$ cat config.mk
export PLATFORM = sky130hd
export DESIGN_NAME = pd_tx_parameter_control
export DESIGN_NICKNAME = d
export VERILOG_FILES = /design/src/verilog/pd_tx_param_pkg.sv /design/src/verilog/goodcrc_match.sv /design/src/verilog/pd_tx_parameter_control.sv
export SDC_FILE = /design/constraint.sdc
export NUM_CORES = 1
export LEC_CHECK = 0
export BUFFER_PORTS_ARGS = -buffer_cell sky130_fd_sc_hd__buf_2
export CAP_MARGIN = 20
export CORE_UTILIZATION = 35
export DETAILED_ROUTE_END_ITERATION = 16
export SLEW_MARGIN = 20
export SYNTH_ARGS = -nofsm -noshare
export SYNTH_HDL_FRONTEND = slang
export SYNTH_SLANG_ARGS = --single-unit
$ cat constraint.sdc
create_clock -name mclk -period 4.6 [get_ports mclk]
set_input_delay 1.15 -clock mclk [delete_from_list [all_inputs] [get_ports mclk]]
set_output_delay 1.15 -clock mclk [all_outputs]
set_load 0.02 [all_outputs]
$ cat src/verilog/pd_tx_param_pkg.sv
package pd_tx_param_pkg;

   localparam logic [15:0] TRANSMIT_PARAMS_A_ADDR = 16'h1A04;

   // field positions of transmit_params_a
   localparam int WAIT_FOR_ACK_BIT = 7;
   localparam int SOP_SEL_LSB = 4;
   localparam int PERMIT_BIT = 3;
   localparam int MSG_ID_LSB = 0;

   localparam logic RESET_WAIT_FOR_ACK = 1'h0;
   localparam logic [2:0] RESET_SOP_SEL = 3'h0;
   localparam logic RESET_PERMIT = 1'h0;
   localparam logic [2:0] RESET_MSG_ID = 3'h0;

   // ordered-set selector codes, 101 to 111 reserved
   localparam logic [2:0] SOP_PLAIN = 3'h0;
   localparam logic [2:0] SOP_PRIME = 3'h1;
   localparam logic [2:0] SOP_DPRIME = 3'h2;
   localparam logic [2:0] SOP_PRIME_DEBUG = 3'h3;
   localparam logic [2:0] SOP_DPRIME_DEBUG = 3'h4;

   localparam int CLK_HZ = 10_000_000;
   // acknowledge wait window, plain default
   localparam int ACK_WAIT_US = 1000;
   localparam int ACK_WAIT_CYCLES = ACK_WAIT_US * (CLK_HZ / 1_000_000);

   typedef struct packed {
      logic wait_for_ack_flag;
      logic [2:0] ordered_set_selector;
      logic software_transmit_permit;
      logic [2:0] expected_msg_id;
   } transmit_params_a_t;

   typedef struct packed {
      logic [2:0] sop;
      logic [2:0] msg_id;
   } ack_reply_t;

   typedef enum logic [2:0] {
      ST_IDLE = 3'h1,
      ST_SEND = 3'h2,
      ST_WAIT = 3'h4
   } tx_state_t;

endpackage

$ cat src/verilog/goodcrc_match.sv
`timescale 1ns/1ps
module goodcrc_match
   import pd_tx_param_pkg::*;
#(
   parameter int ID_W = 3
) (
   input wire ack_reply_t reply,
   input wire logic [2:0] exp_sop,
   input wire logic [ID_W-1:0] exp_id,
   input wire logic check_sop,
   output logic match
);
   initial begin
      if (ID_W != 3) begin
         $error("goodcrc_match: ID_W must be 3");
      end
   end

   always_comb begin
      match = (reply.msg_id == exp_id) &&
         (!check_sop || reply.sop == exp_sop);
   end
endmodule

$ cat src/verilog/pd_tx_parameter_control.sv
// What this block and its software do
// zero retries plus wait flag: wait for acknowledge before finishing
// nonzero retries with auto response: always wait, wait flag ignored
// three-bit selector picks ordered set; codes 101-111 reserved
// with auto retry, acknowledge ordered set must equal selector
// software enables receive of chosen ordered set for auto retry
// permit held zero on received hard/cable reset or receive data
// software sets permit again for every transmission
// permit clear aborts software transmissions not yet handed over
// clearing permit leaves transmission already handed over running
// permit never blocks transmissions the device issues itself
// protocol-block reset clears the permit bit
// acknowledge accepted only when its message id matches expected
// expected id not inserted in header; software writes it there
// software zeroes expected id when handling any reset
// retry limit zero disables hardware retransmission
// zero retries, flag clear: complete as soon as packet sent
// mismatching reply counts as no acknowledge: retry or fail
`timescale 1ns/1ps
module pd_tx_parameter_control
   import pd_tx_param_pkg::*;
#(
   parameter int ACK_WAIT_CYC = ACK_WAIT_CYCLES
) (
   input wire logic mclk,
   input wire logic rst_n,
   input wire logic protocol_block_reset,
   input wire logic [15:0] reg_addr,
   input wire logic reg_wr_en,
   input wire logic [7:0] reg_wdata,
   input wire logic reg_rd_en,
   output logic [7:0] reg_rdata,
   input wire logic [2:0] retry_limit,
   input wire logic auto_response_enable,
   input wire logic rx_hard_reset_seen,
   input wire logic rx_cable_reset_seen,
   input wire logic rx_fifo_not_empty,
   input wire logic sw_tx_req,
   input wire logic hw_tx_req,
   input wire logic tx_sent,
   input wire logic ack_valid,
   input wire ack_reply_t ack_reply,
   output logic tx_start,
   output logic tx_from_sw,
   output logic [2:0] tx_sop_type,
   output logic tx_busy,
   output logic tx_complete,
   output logic tx_acked,
   output logic sw_tx_aborted
);
   initial begin
      if (ACK_WAIT_CYC < 1 || ACK_WAIT_CYC > 65535) begin
         $error("pd_tx_parameter_control: ACK_WAIT_CYC out of range");
      end
   end

   localparam logic [15:0] WAIT_LAST = 16'(ACK_WAIT_CYC - 1);

   transmit_params_a_t param_r;
   tx_state_t state_r;
   logic sw_pend_r;
   logic hw_pend_r;
   logic [2:0] retry_cnt_r;
   logic [15:0] wait_cnt_r;
   logic [7:0] reg_rdata_r;
   logic tx_start_r;
   logic tx_from_sw_r;
   logic tx_busy_r;
   logic tx_complete_r;
   logic tx_acked_r;
   logic sw_abort_r;

   logic permit_hold;
   logic addr_hit;
   logic auto_retry;
   logic need_ack;
   logic retries_left;
   logic reply_match;
   logic no_ack;
   logic sw_start;
   logic hw_start;
   logic sw_kill;

   assign permit_hold = rx_hard_reset_seen || rx_cable_reset_seen ||
      rx_fifo_not_empty;
   assign addr_hit = (reg_addr == TRANSMIT_PARAMS_A_ADDR);
   assign auto_retry = (retry_limit != 3'h0) && auto_response_enable;
   // flag matters only when hardware retry is off
   assign need_ack = auto_retry || param_r.wait_for_ack_flag;
   assign retries_left = auto_retry && (retry_cnt_r < retry_limit);
   assign hw_start = (state_r == ST_IDLE) && hw_pend_r;
   assign sw_kill = sw_pend_r && !param_r.software_transmit_permit;
   assign sw_start = (state_r == ST_IDLE) && !hw_pend_r && sw_pend_r &&
      param_r.software_transmit_permit;
   assign no_ack = (state_r == ST_WAIT) && ((ack_valid && !reply_match) ||
      (!ack_valid && wait_cnt_r == WAIT_LAST));

   goodcrc_match #(
      .ID_W(3)
   ) u_match (
      .reply(ack_reply),
      .exp_sop(param_r.ordered_set_selector),
      .exp_id(param_r.expected_msg_id),
      .check_sop(auto_retry),
      .match(reply_match)
   );

   // expected id never reaches the header path, software owns it there
   // one process for the whole register keeps a single driver
   // hardware hold beats a software set in the same cycle
   always_ff @(posedge mclk or negedge rst_n) begin
      if (!rst_n) begin
         param_r.wait_for_ack_flag <= RESET_WAIT_FOR_ACK;
         param_r.ordered_set_selector <= RESET_SOP_SEL;
         param_r.software_transmit_permit <= RESET_PERMIT;
         param_r.expected_msg_id <= RESET_MSG_ID;
      end else begin
         if (reg_wr_en && addr_hit) begin
            param_r.wait_for_ack_flag <= reg_wdata[WAIT_FOR_ACK_BIT];
            param_r.ordered_set_selector <= reg_wdata[SOP_SEL_LSB +: 3];
            param_r.expected_msg_id <= reg_wdata[MSG_ID_LSB +: 3];
         end
         if (protocol_block_reset) begin
            param_r.software_transmit_permit <= 1'b0;
         end else if (permit_hold) begin
            param_r.software_transmit_permit <= 1'b0;
         end else if (reg_wr_en && addr_hit) begin
            param_r.software_transmit_permit <= reg_wdata[PERMIT_BIT];
         end
      end
   end

   always_ff @(posedge mclk or negedge rst_n) begin
      if (!rst_n) begin
         reg_rdata_r <= 8'h00;
      end else if (reg_rd_en) begin
         reg_rdata_r <= addr_hit ? param_r : 8'h00;
      end
   end

   // a new request in the clearing cycle wins
   always_ff @(posedge mclk or negedge rst_n) begin
      if (!rst_n) begin
         sw_pend_r <= 1'b0;
         hw_pend_r <= 1'b0;
         sw_abort_r <= 1'b0;
      end else begin
         sw_abort_r <= sw_kill && !sw_tx_req;
         if (sw_tx_req) begin
            sw_pend_r <= 1'b1;
         end else if (sw_start || sw_kill || protocol_block_reset) begin
            sw_pend_r <= 1'b0;
         end
         if (hw_tx_req) begin
            hw_pend_r <= 1'b1;
         end else if (hw_start || protocol_block_reset) begin
            hw_pend_r <= 1'b0;
         end
      end
   end

   always_ff @(posedge mclk or negedge rst_n) begin
      if (!rst_n) begin
         state_r <= ST_IDLE;
         retry_cnt_r <= 3'h0;
         wait_cnt_r <= 16'h0000;
         tx_start_r <= 1'b0;
         tx_from_sw_r <= 1'b0;
         tx_complete_r <= 1'b0;
         tx_acked_r <= 1'b0;
      end else begin
         tx_start_r <= 1'b0;
         tx_complete_r <= 1'b0;
         tx_acked_r <= 1'b0;
         if (protocol_block_reset) begin
            state_r <= ST_IDLE;
         end else begin
            unique case (state_r)
               ST_IDLE: begin
                  if (hw_start || sw_start) begin
                     state_r <= ST_SEND;
                     tx_start_r <= 1'b1;
                     tx_from_sw_r <= !hw_start;
                     retry_cnt_r <= 3'h0;
                  end
               end
               // permit no longer consulted once handed over
               ST_SEND: begin
                  if (tx_sent) begin
                     wait_cnt_r <= 16'h0000;
                     if (need_ack) begin
                        state_r <= ST_WAIT;
                     end else begin
                        state_r <= ST_IDLE;
                        tx_complete_r <= 1'b1;
                     end
                  end
               end
               ST_WAIT: begin
                  wait_cnt_r <= wait_cnt_r + 16'h0001;
                  if (ack_valid && reply_match) begin
                     state_r <= ST_IDLE;
                     tx_complete_r <= 1'b1;
                     tx_acked_r <= 1'b1;
                  end else if (no_ack && retries_left) begin
                     state_r <= ST_SEND;
                     tx_start_r <= 1'b1;
                     retry_cnt_r <= retry_cnt_r + 3'h1;
                  end else if (no_ack) begin
                     state_r <= ST_IDLE;
                     tx_complete_r <= 1'b1;
                  end
               end
               default: state_r <= ST_IDLE;
            endcase
         end
      end
   end

   always_ff @(posedge mclk or negedge rst_n) begin
      if (!rst_n) begin
         tx_busy_r <= 1'b0;
      end else begin
         tx_busy_r <= (state_r != ST_IDLE);
      end
   end

   assign reg_rdata = reg_rdata_r;
   assign tx_start = tx_start_r;
   assign tx_from_sw = tx_from_sw_r;
   assign tx_sop_type = param_r.ordered_set_selector;
   assign tx_busy = tx_busy_r;
   assign tx_complete = tx_complete_r;
   assign tx_acked = tx_acked_r;
   assign sw_tx_aborted = sw_abort_r;

   AST_PERMIT_HELD: assert property (
      @(posedge mclk) disable iff (!rst_n)
      permit_hold |=> !param_r.software_transmit_permit)
      else $error("permit not held clear during receive events");

   AST_PROTOCOL_BLOCK_RESET_CLEARS: assert property (
      @(posedge mclk) disable iff (!rst_n)
      protocol_block_reset |=> !param_r.software_transmit_permit [*1]
      ##0 (state_r == ST_IDLE))
      else $error("protocol reset did not clear permit");

   AST_SW_ABORT: assert property (
      @(posedge mclk) disable iff (!rst_n)
      (sw_pend_r && !param_r.software_transmit_permit && !sw_tx_req)
      |=> sw_tx_aborted && !sw_pend_r &&
      !(tx_start && tx_from_sw && !tx_busy))
      else $error("unpermitted software request not aborted");

   AST_HW_NOT_BLOCKED: assert property (
      @(posedge mclk) disable iff (!rst_n)
      (state_r == ST_IDLE && hw_pend_r && !protocol_block_reset)
      |=> tx_start && !tx_from_sw ##1 tx_busy)
      else $error("device transmission not started");

   AST_SEND_KEEPS: assert property (
      @(posedge mclk) disable iff (!rst_n)
      (state_r == ST_SEND && !tx_sent && !protocol_block_reset)
      |=> state_r == ST_SEND)
      else $error("handed transmission dropped");

   AST_NO_WAIT: assert property (
      @(posedge mclk) disable iff (!rst_n)
      (state_r == ST_SEND && tx_sent && !need_ack && !protocol_block_reset)
      |=> tx_complete && !tx_acked && state_r == ST_IDLE)
      else $error("no-wait transmission not completed at once");

   AST_WAITS: assert property (
      @(posedge mclk) disable iff (!rst_n)
      (state_r == ST_SEND && tx_sent && need_ack && !protocol_block_reset)
      |=> state_r == ST_WAIT && !tx_complete)
      else $error("acknowledge wait skipped");

   AST_ACK_MATCH: assert property (
      @(posedge mclk) disable iff (!rst_n)
      tx_acked |-> $past(ack_reply.msg_id) == $past(param_r.expected_msg_id)
      && $past(ack_valid))
      else $error("acknowledge accepted with wrong message id");

   AST_RETRY_ON_MISMATCH: assert property (
      @(posedge mclk) disable iff (!rst_n)
      (state_r == ST_WAIT && ack_valid && !reply_match && retries_left &&
      !protocol_block_reset) |=> tx_start && state_r == ST_SEND)
      else $error("mismatching reply did not retry");

   AST_NO_RETRY_ZERO: assert property (
      @(posedge mclk) disable iff (!rst_n)
      (retry_limit == 3'h0 && no_ack && !protocol_block_reset)
      |=> tx_complete && !tx_acked && !tx_start)
      else $error("retry issued with zero retry limit");

   AST_AUTO_WAITS: assert property (
      @(posedge mclk) disable iff (!rst_n)
      (state_r == ST_SEND && tx_sent && retry_limit != 3'h0 &&
      auto_response_enable && !protocol_block_reset)
      |=> state_r == ST_WAIT && !tx_complete)
      else $error("automatic retry mode did not wait for acknowledge");

   AST_ACK_SOP: assert property (
      @(posedge mclk) disable iff (!rst_n)
      (state_r == ST_WAIT && ack_valid && retry_limit != 3'h0 &&
      auto_response_enable && ack_reply.sop != param_r.ordered_set_selector)
      |=> !tx_acked)
      else $error("acknowledge accepted with wrong ordered set");

endmodule

* Word-level counts from Yosys, hierarchy flattened
Cells that the tools add are included.
Cells by class: shift-type cells 0, reduce and logical (&&, ||, !) cells 41, bitwise operators 1, add/subtract/negate cells 2, $mul 0, $lt $le $gt $ge 1, equal/unequal tests 15, div/mod/pow operators 0, muxes and demuxes 37
Operator list (number):
- $pmux 16 s2 | 1
- $mux 3 | 10
- $mux 1 | 20
- $add 16x1->16 const B | 1
- $eq 16x13->1 const B | 1
- $eq 16x14->1 const B | 1
- $mux 16 | 1
- $logic_and 1x1->1 | 15
- $logic_or 1x1->1 | 9
- $pmux 3 s3 | 1
- $reduce_and 3->1 | 3
- $mux 8 | 1
- $reduce_bool 2->1 | 4
- $logic_not 1->1 | 7
- $eq 3x3->1 | 2
- $pmux 3 s2 | 1
- $reduce_bool 3->1 | 2
- $ne 5x3->1 const B | 1
- $reduce_and 5->1 | 1
- $ne 2x1->1 const B | 2
- $ne 2x2->1 const B | 2
- $pmux 1 s2 | 2
- $add 3x1->3 const B | 1
- $eq 3x1->1 const B | 1
- other kinds (7) | 7
Word-level totals: memory bits (read-only) 0, bits in latches 0, memories kept 0, bits in writable memories 0, input port bits 46, logic and storage cells 113, register bits 46, output and inout port bits 17

* Longest topological paths before layout
depth after elaboration 14, depth in mapped cells 6, gate-level depth less buffers 6

* Hierarchy
From an unflattened synthesis, not the netlist that was laid out.
Unflattened totals: cell total of the unflattened synthesis 244, area total of the unflattened synthesis 2536.2 µm²
Modules (own cells, without submodules):
- pd_tx_parameter_control | instances 1, cells each 236, area an instance 2463.6 µm²
- goodcrc_match | instances 1, cells each 8, area an instance 72.6 µm²

* Worst setup path before layout
Ideal clock, no wire load.
path kind input to register, from in reg_addr[5], to reg param_r[0] (netlist name), library setup time 0.125 ns, path buffers 1, setup slack 2.138 ns, stages on the path 5, arrival time 2.337 ns, cell sequence nor4b_2 > nand4_2 > or2_1 > buf_6 > mux2_4
On the way: longest elaborated chain between the ends 2
Ends and longest elaborated chain:
- from (decl) | line pd_tx_parameter_control.sv:28 | input wire logic [15:0] reg_addr,
- $eq 16x13->1 | line pd_tx_parameter_control.sv:86 | assign addr_hit = (reg_addr == TRANSMIT_PARAMS_A_ADDR);
- $logic_and 1x1->1 | line pd_tx_parameter_control.sv:118 | if (reg_wr_en && addr_hit) begin
- to (decl) | line pd_tx_parameter_control.sv:59 | transmit_params_a_t param_r;
Every way passes these cells. A chain may end at the register's enable or synchronous reset.

* Worst setup path in the final report
from in reg_addr[5], to reg param_r (netlist bit tx_sop_type[0])
The elaborated chain is that of the path after synthesis.

==> summary.md <==
| Metric | Value |
|---|---|
| Die height | about 86 µm |
| Worst Clk Skew | between 0.01 and 0.015 ns |
| Post-synth ARST share | between 90% and 100% |
| Remaining global-route overflow | 0 |
| First-pass GRT wire length | 8.58 mm |
| Core ar. | 6790 µm² |
| Antenna diodes | 0 |
| TNS Setup | 0 ns |
| Slowest-stage cell, CP | or2_1 |
| Arr. time, crit path | about 2.6 ns |
| Syn Area/Cell | about 11 µm² |
| Slew @ Worst Pin | approximately 0.95 ns |
| CP Capture Type | flop |
| Ys flop type | dfrtp_1 |
| WHS | roughly 0.50 ns |
| Cts hold-fix bufs | 0 |
| DP HPWL | roughly 3.8 mm |
| Startpoint Class | primary input |
| RSZ-0062 raised after global routing | false |
| Fmax | approximately 0.41 GHz |
| Max capacitance violation total | 0 |
| CTS H-tree lvls | 2 |
| CTS tree | yes |
| Critical Path RT | around 4.8 ns |
| Status | complete, no violations |
| Post-Synthesis Cells | 231 |
| Hold depth | 1 |
| Synth area leaders | dfrtp_1 46%, mux2_4 4.3%, xnor2_1 3.6%, nor2_1 3.1%, nand2_1 2.9% |
| Final Core Density | between 40% and 50% |
| Post-synth cell types | 56 |
| Yosys reg bits | between 40 and 50 |
| P_leak | ~1.4 nW |
| Root Buffer Master | clkbuf_8 |
| Cell Rows | 30 |
| Max transition margin | between 30% and 40% |
| Die area | approximately 7400 µm² |
| DRC Markers | 0 |
| Clk slew on worst S/H paths | ~0.090 ns |
| TritonRoute pass-1 iters | 4 |
| Worst setup path class | primary input to flop |
| Total length of routed wires | 5.09 mm |
| EDFF count, synth | 0 |
| Drt via density | ~4.8 |
| Peak supply drop | 136 µV |
| Worst r2r path cells | 6 |
| Initial Util | roughly 36% |
| CTS Buffer Depth | 2 |
| Share of cells above drive strength 1 | approximately 34% |
| Initial antenna violation count | 0 |
| Number of global-route vias before repair | approximately 1800 |
| Vias | approximately 1900 |
| Netlist Area Pre-Place | 2460 µm² |
| Wire per inst | roughly 13 µm |
| Sequential area share after synthesis | a little under half |
| Pwr/cell area | roughly 280 nW/µm² |
| Min-Delay Path Class | flop to flop |
| Quantity of gates resized following cts | 0 |
| Post-CTS setup repair buffer count | 0 |
| Largest net degree at the start of global routing | 47 |
| Tcrit/Tclk final | between 50% and 60% |
| Final setup violation count | 0 |
| Fill cells | 679 |
| YS warnings | 0 |
| Routability cong. | between 0.7 and 0.8 |
| Num CTS Buffers | 5 |
| Share of the synthesized area in the top cell type | 45.8% |
| Final hold vios | 0 |
| Layout area overhead | 19.1% |
| Ports | between 60 and 70 |
| Clock Latency Late Sink | 0.31 ns |
| Worst-path maximum fanout | 9 |
| CP peak stage delay | ~0.46 ns |
| Die width | 85.9 µm |
| Port Buffer Count | 62 |
| Clock sink total | between 40 and 50 |
| Post-Syn Nets | 281 |
| GRT Overall Usage | roughly 15% |
| Pins over their slew limit | 0 |
| Final net count | around 340 |
| Biggest area consumer among synthesized cells | dfrtp_1 |
| CP Cell Sequence | buf_2 -> nor4b_2 -> nand4_2 -> or2_1 -> mux2_4 |
| Fin crit period | around 2.4 ns |
| First DRT Iteration DRCs | 68 |
| Detail Route Antenna Nets | 0 |
[final timing paths]
kind                                     from             end  slack, ns
min in group asynchronous               rst_n        tx_acked       0.84
worst max register to register  wait_cnt_r[0]      state_r[1]       2.53
worst min-delay path                hw_pend_r      tx_from_sw       0.50
worst min register to register      hw_pend_r      tx_from_sw       0.50
max in group asynchronous               rst_n      state_r[0]       3.38
worst max-delay path              reg_addr[5]  tx_sop_type[0]       2.17
[through the flow]
stage          cells  power (mW)  setup slack [ns]  area, µm²
2_1_floorplan    231       0.522              2.14       2460
3_3_place_gp     380       0.567              1.85       2830
4_1_cts          388       0.836              2.15       2930
6_report         388       0.824              2.17       2930
5_1_grt          388       0.868              2.03       2930
3_5_place_dp     380       0.569              1.81       2830
[cell usage in the layout, fill, tap and decap left out, types with 5 or more instances in the layout]
cell	count
nand3_1	6
xor2_1	8
a21oi_1	8
xnor2_1	10
inv_1	16
mux2_4	7
nand2b_1	6
nand2_1	19
nor2_1	20
dfrtp_1	45
buf_2	61
clkbuf_8	5
o22ai_1	9
[cells in the mapped netlist (all sizes together), types with 4 or more instances]
library cell and n:
o21ai 4, a21oi 8, inv 16, xnor2 10
xor2 8, buf 6, ha 4, dfrtp 45
nand2b 7, nor2 21, or2 4, nand3 6
mux2 8, o22ai 9, nand2 19, nand4 6
[worst max-delay path: cells and delay by family]
| kind | cells | cell delay [ns] |
|---|---|---|
| simple gates | 3 | 1.01 |
| mux | 1 | 0.35 |
| buf+inv | 1 | 0.10 |
[flip-flops by register name, indices dropped and copies added (netlist names)]
| signal | cells |
|---|---|
| hw_pend_r | 1 |
| param_r | 5 |
| reg_rdata | 8 |
| retry_cnt_r | 3 |
| state_r | 3 |
| sw_pend_r | 1 |
| sw_tx_aborted | 1 |
| tx_acked | 1 |
| tx_busy | 1 |
| tx_complete | 1 |
| tx_from_sw | 1 |
| tx_sop_type | 3 |
| tx_start | 1 |
| wait_cnt_r | 16 |
[logic make-up (layout without fill, tap and decap cells)]
logic type / after synthesis / after routing / synth area share [%]
DFF: 46 / 46 / 46.8
and+or+nand+nor: 87 / 87 / 21.6
muxes: 9 / 9 / 5.13
buffers and inverters: 25 / 86 / 4.78
xor gates and xnor gates: 18 / 18 / 6.41
adders and majority gates: 4 / 4 / 2.03
AOI/OAI and AO/OA: 42 / 42 / 13.3
[power breakdown]
| part | switching, mW | internal [mW] | leakage, nW |
|---|---|---|---|
| logic | 0.0555 | 0.0491 | 0.729 |
| registers | 0.0270 | 0.429 | 0.615 |
| clock network | 0.153 | 0.110 | 0.0447 |
[per-layer routing]
metal  GRT usage (%)  share of wire [%]  routed length, µm
met1            21.0                 50               2540
met3            3.37                4.5                229
met2            22.9                 45               2270
met4            4.85               0.94                 48
met5               0                  0                  0
[layout make-up]
class | count | area [µm²] | share of cell area [%]
Timing Repair Buffer | 62 | 313 | 10.7
Tap cell | 96 | 120 | 4.10
Clock buffer | 5 | 68.8 | 2.35
Clock inverter | 3 | 25.0 | 0.854
Multi-Input combinational cell | 160 | 1190 | 40.6
Sequential cell | 46 | 1150 | 39.3
Inverter | 16 | 60.1 | 2.05
No activity file was read; power rests on OpenSTA's default activity.
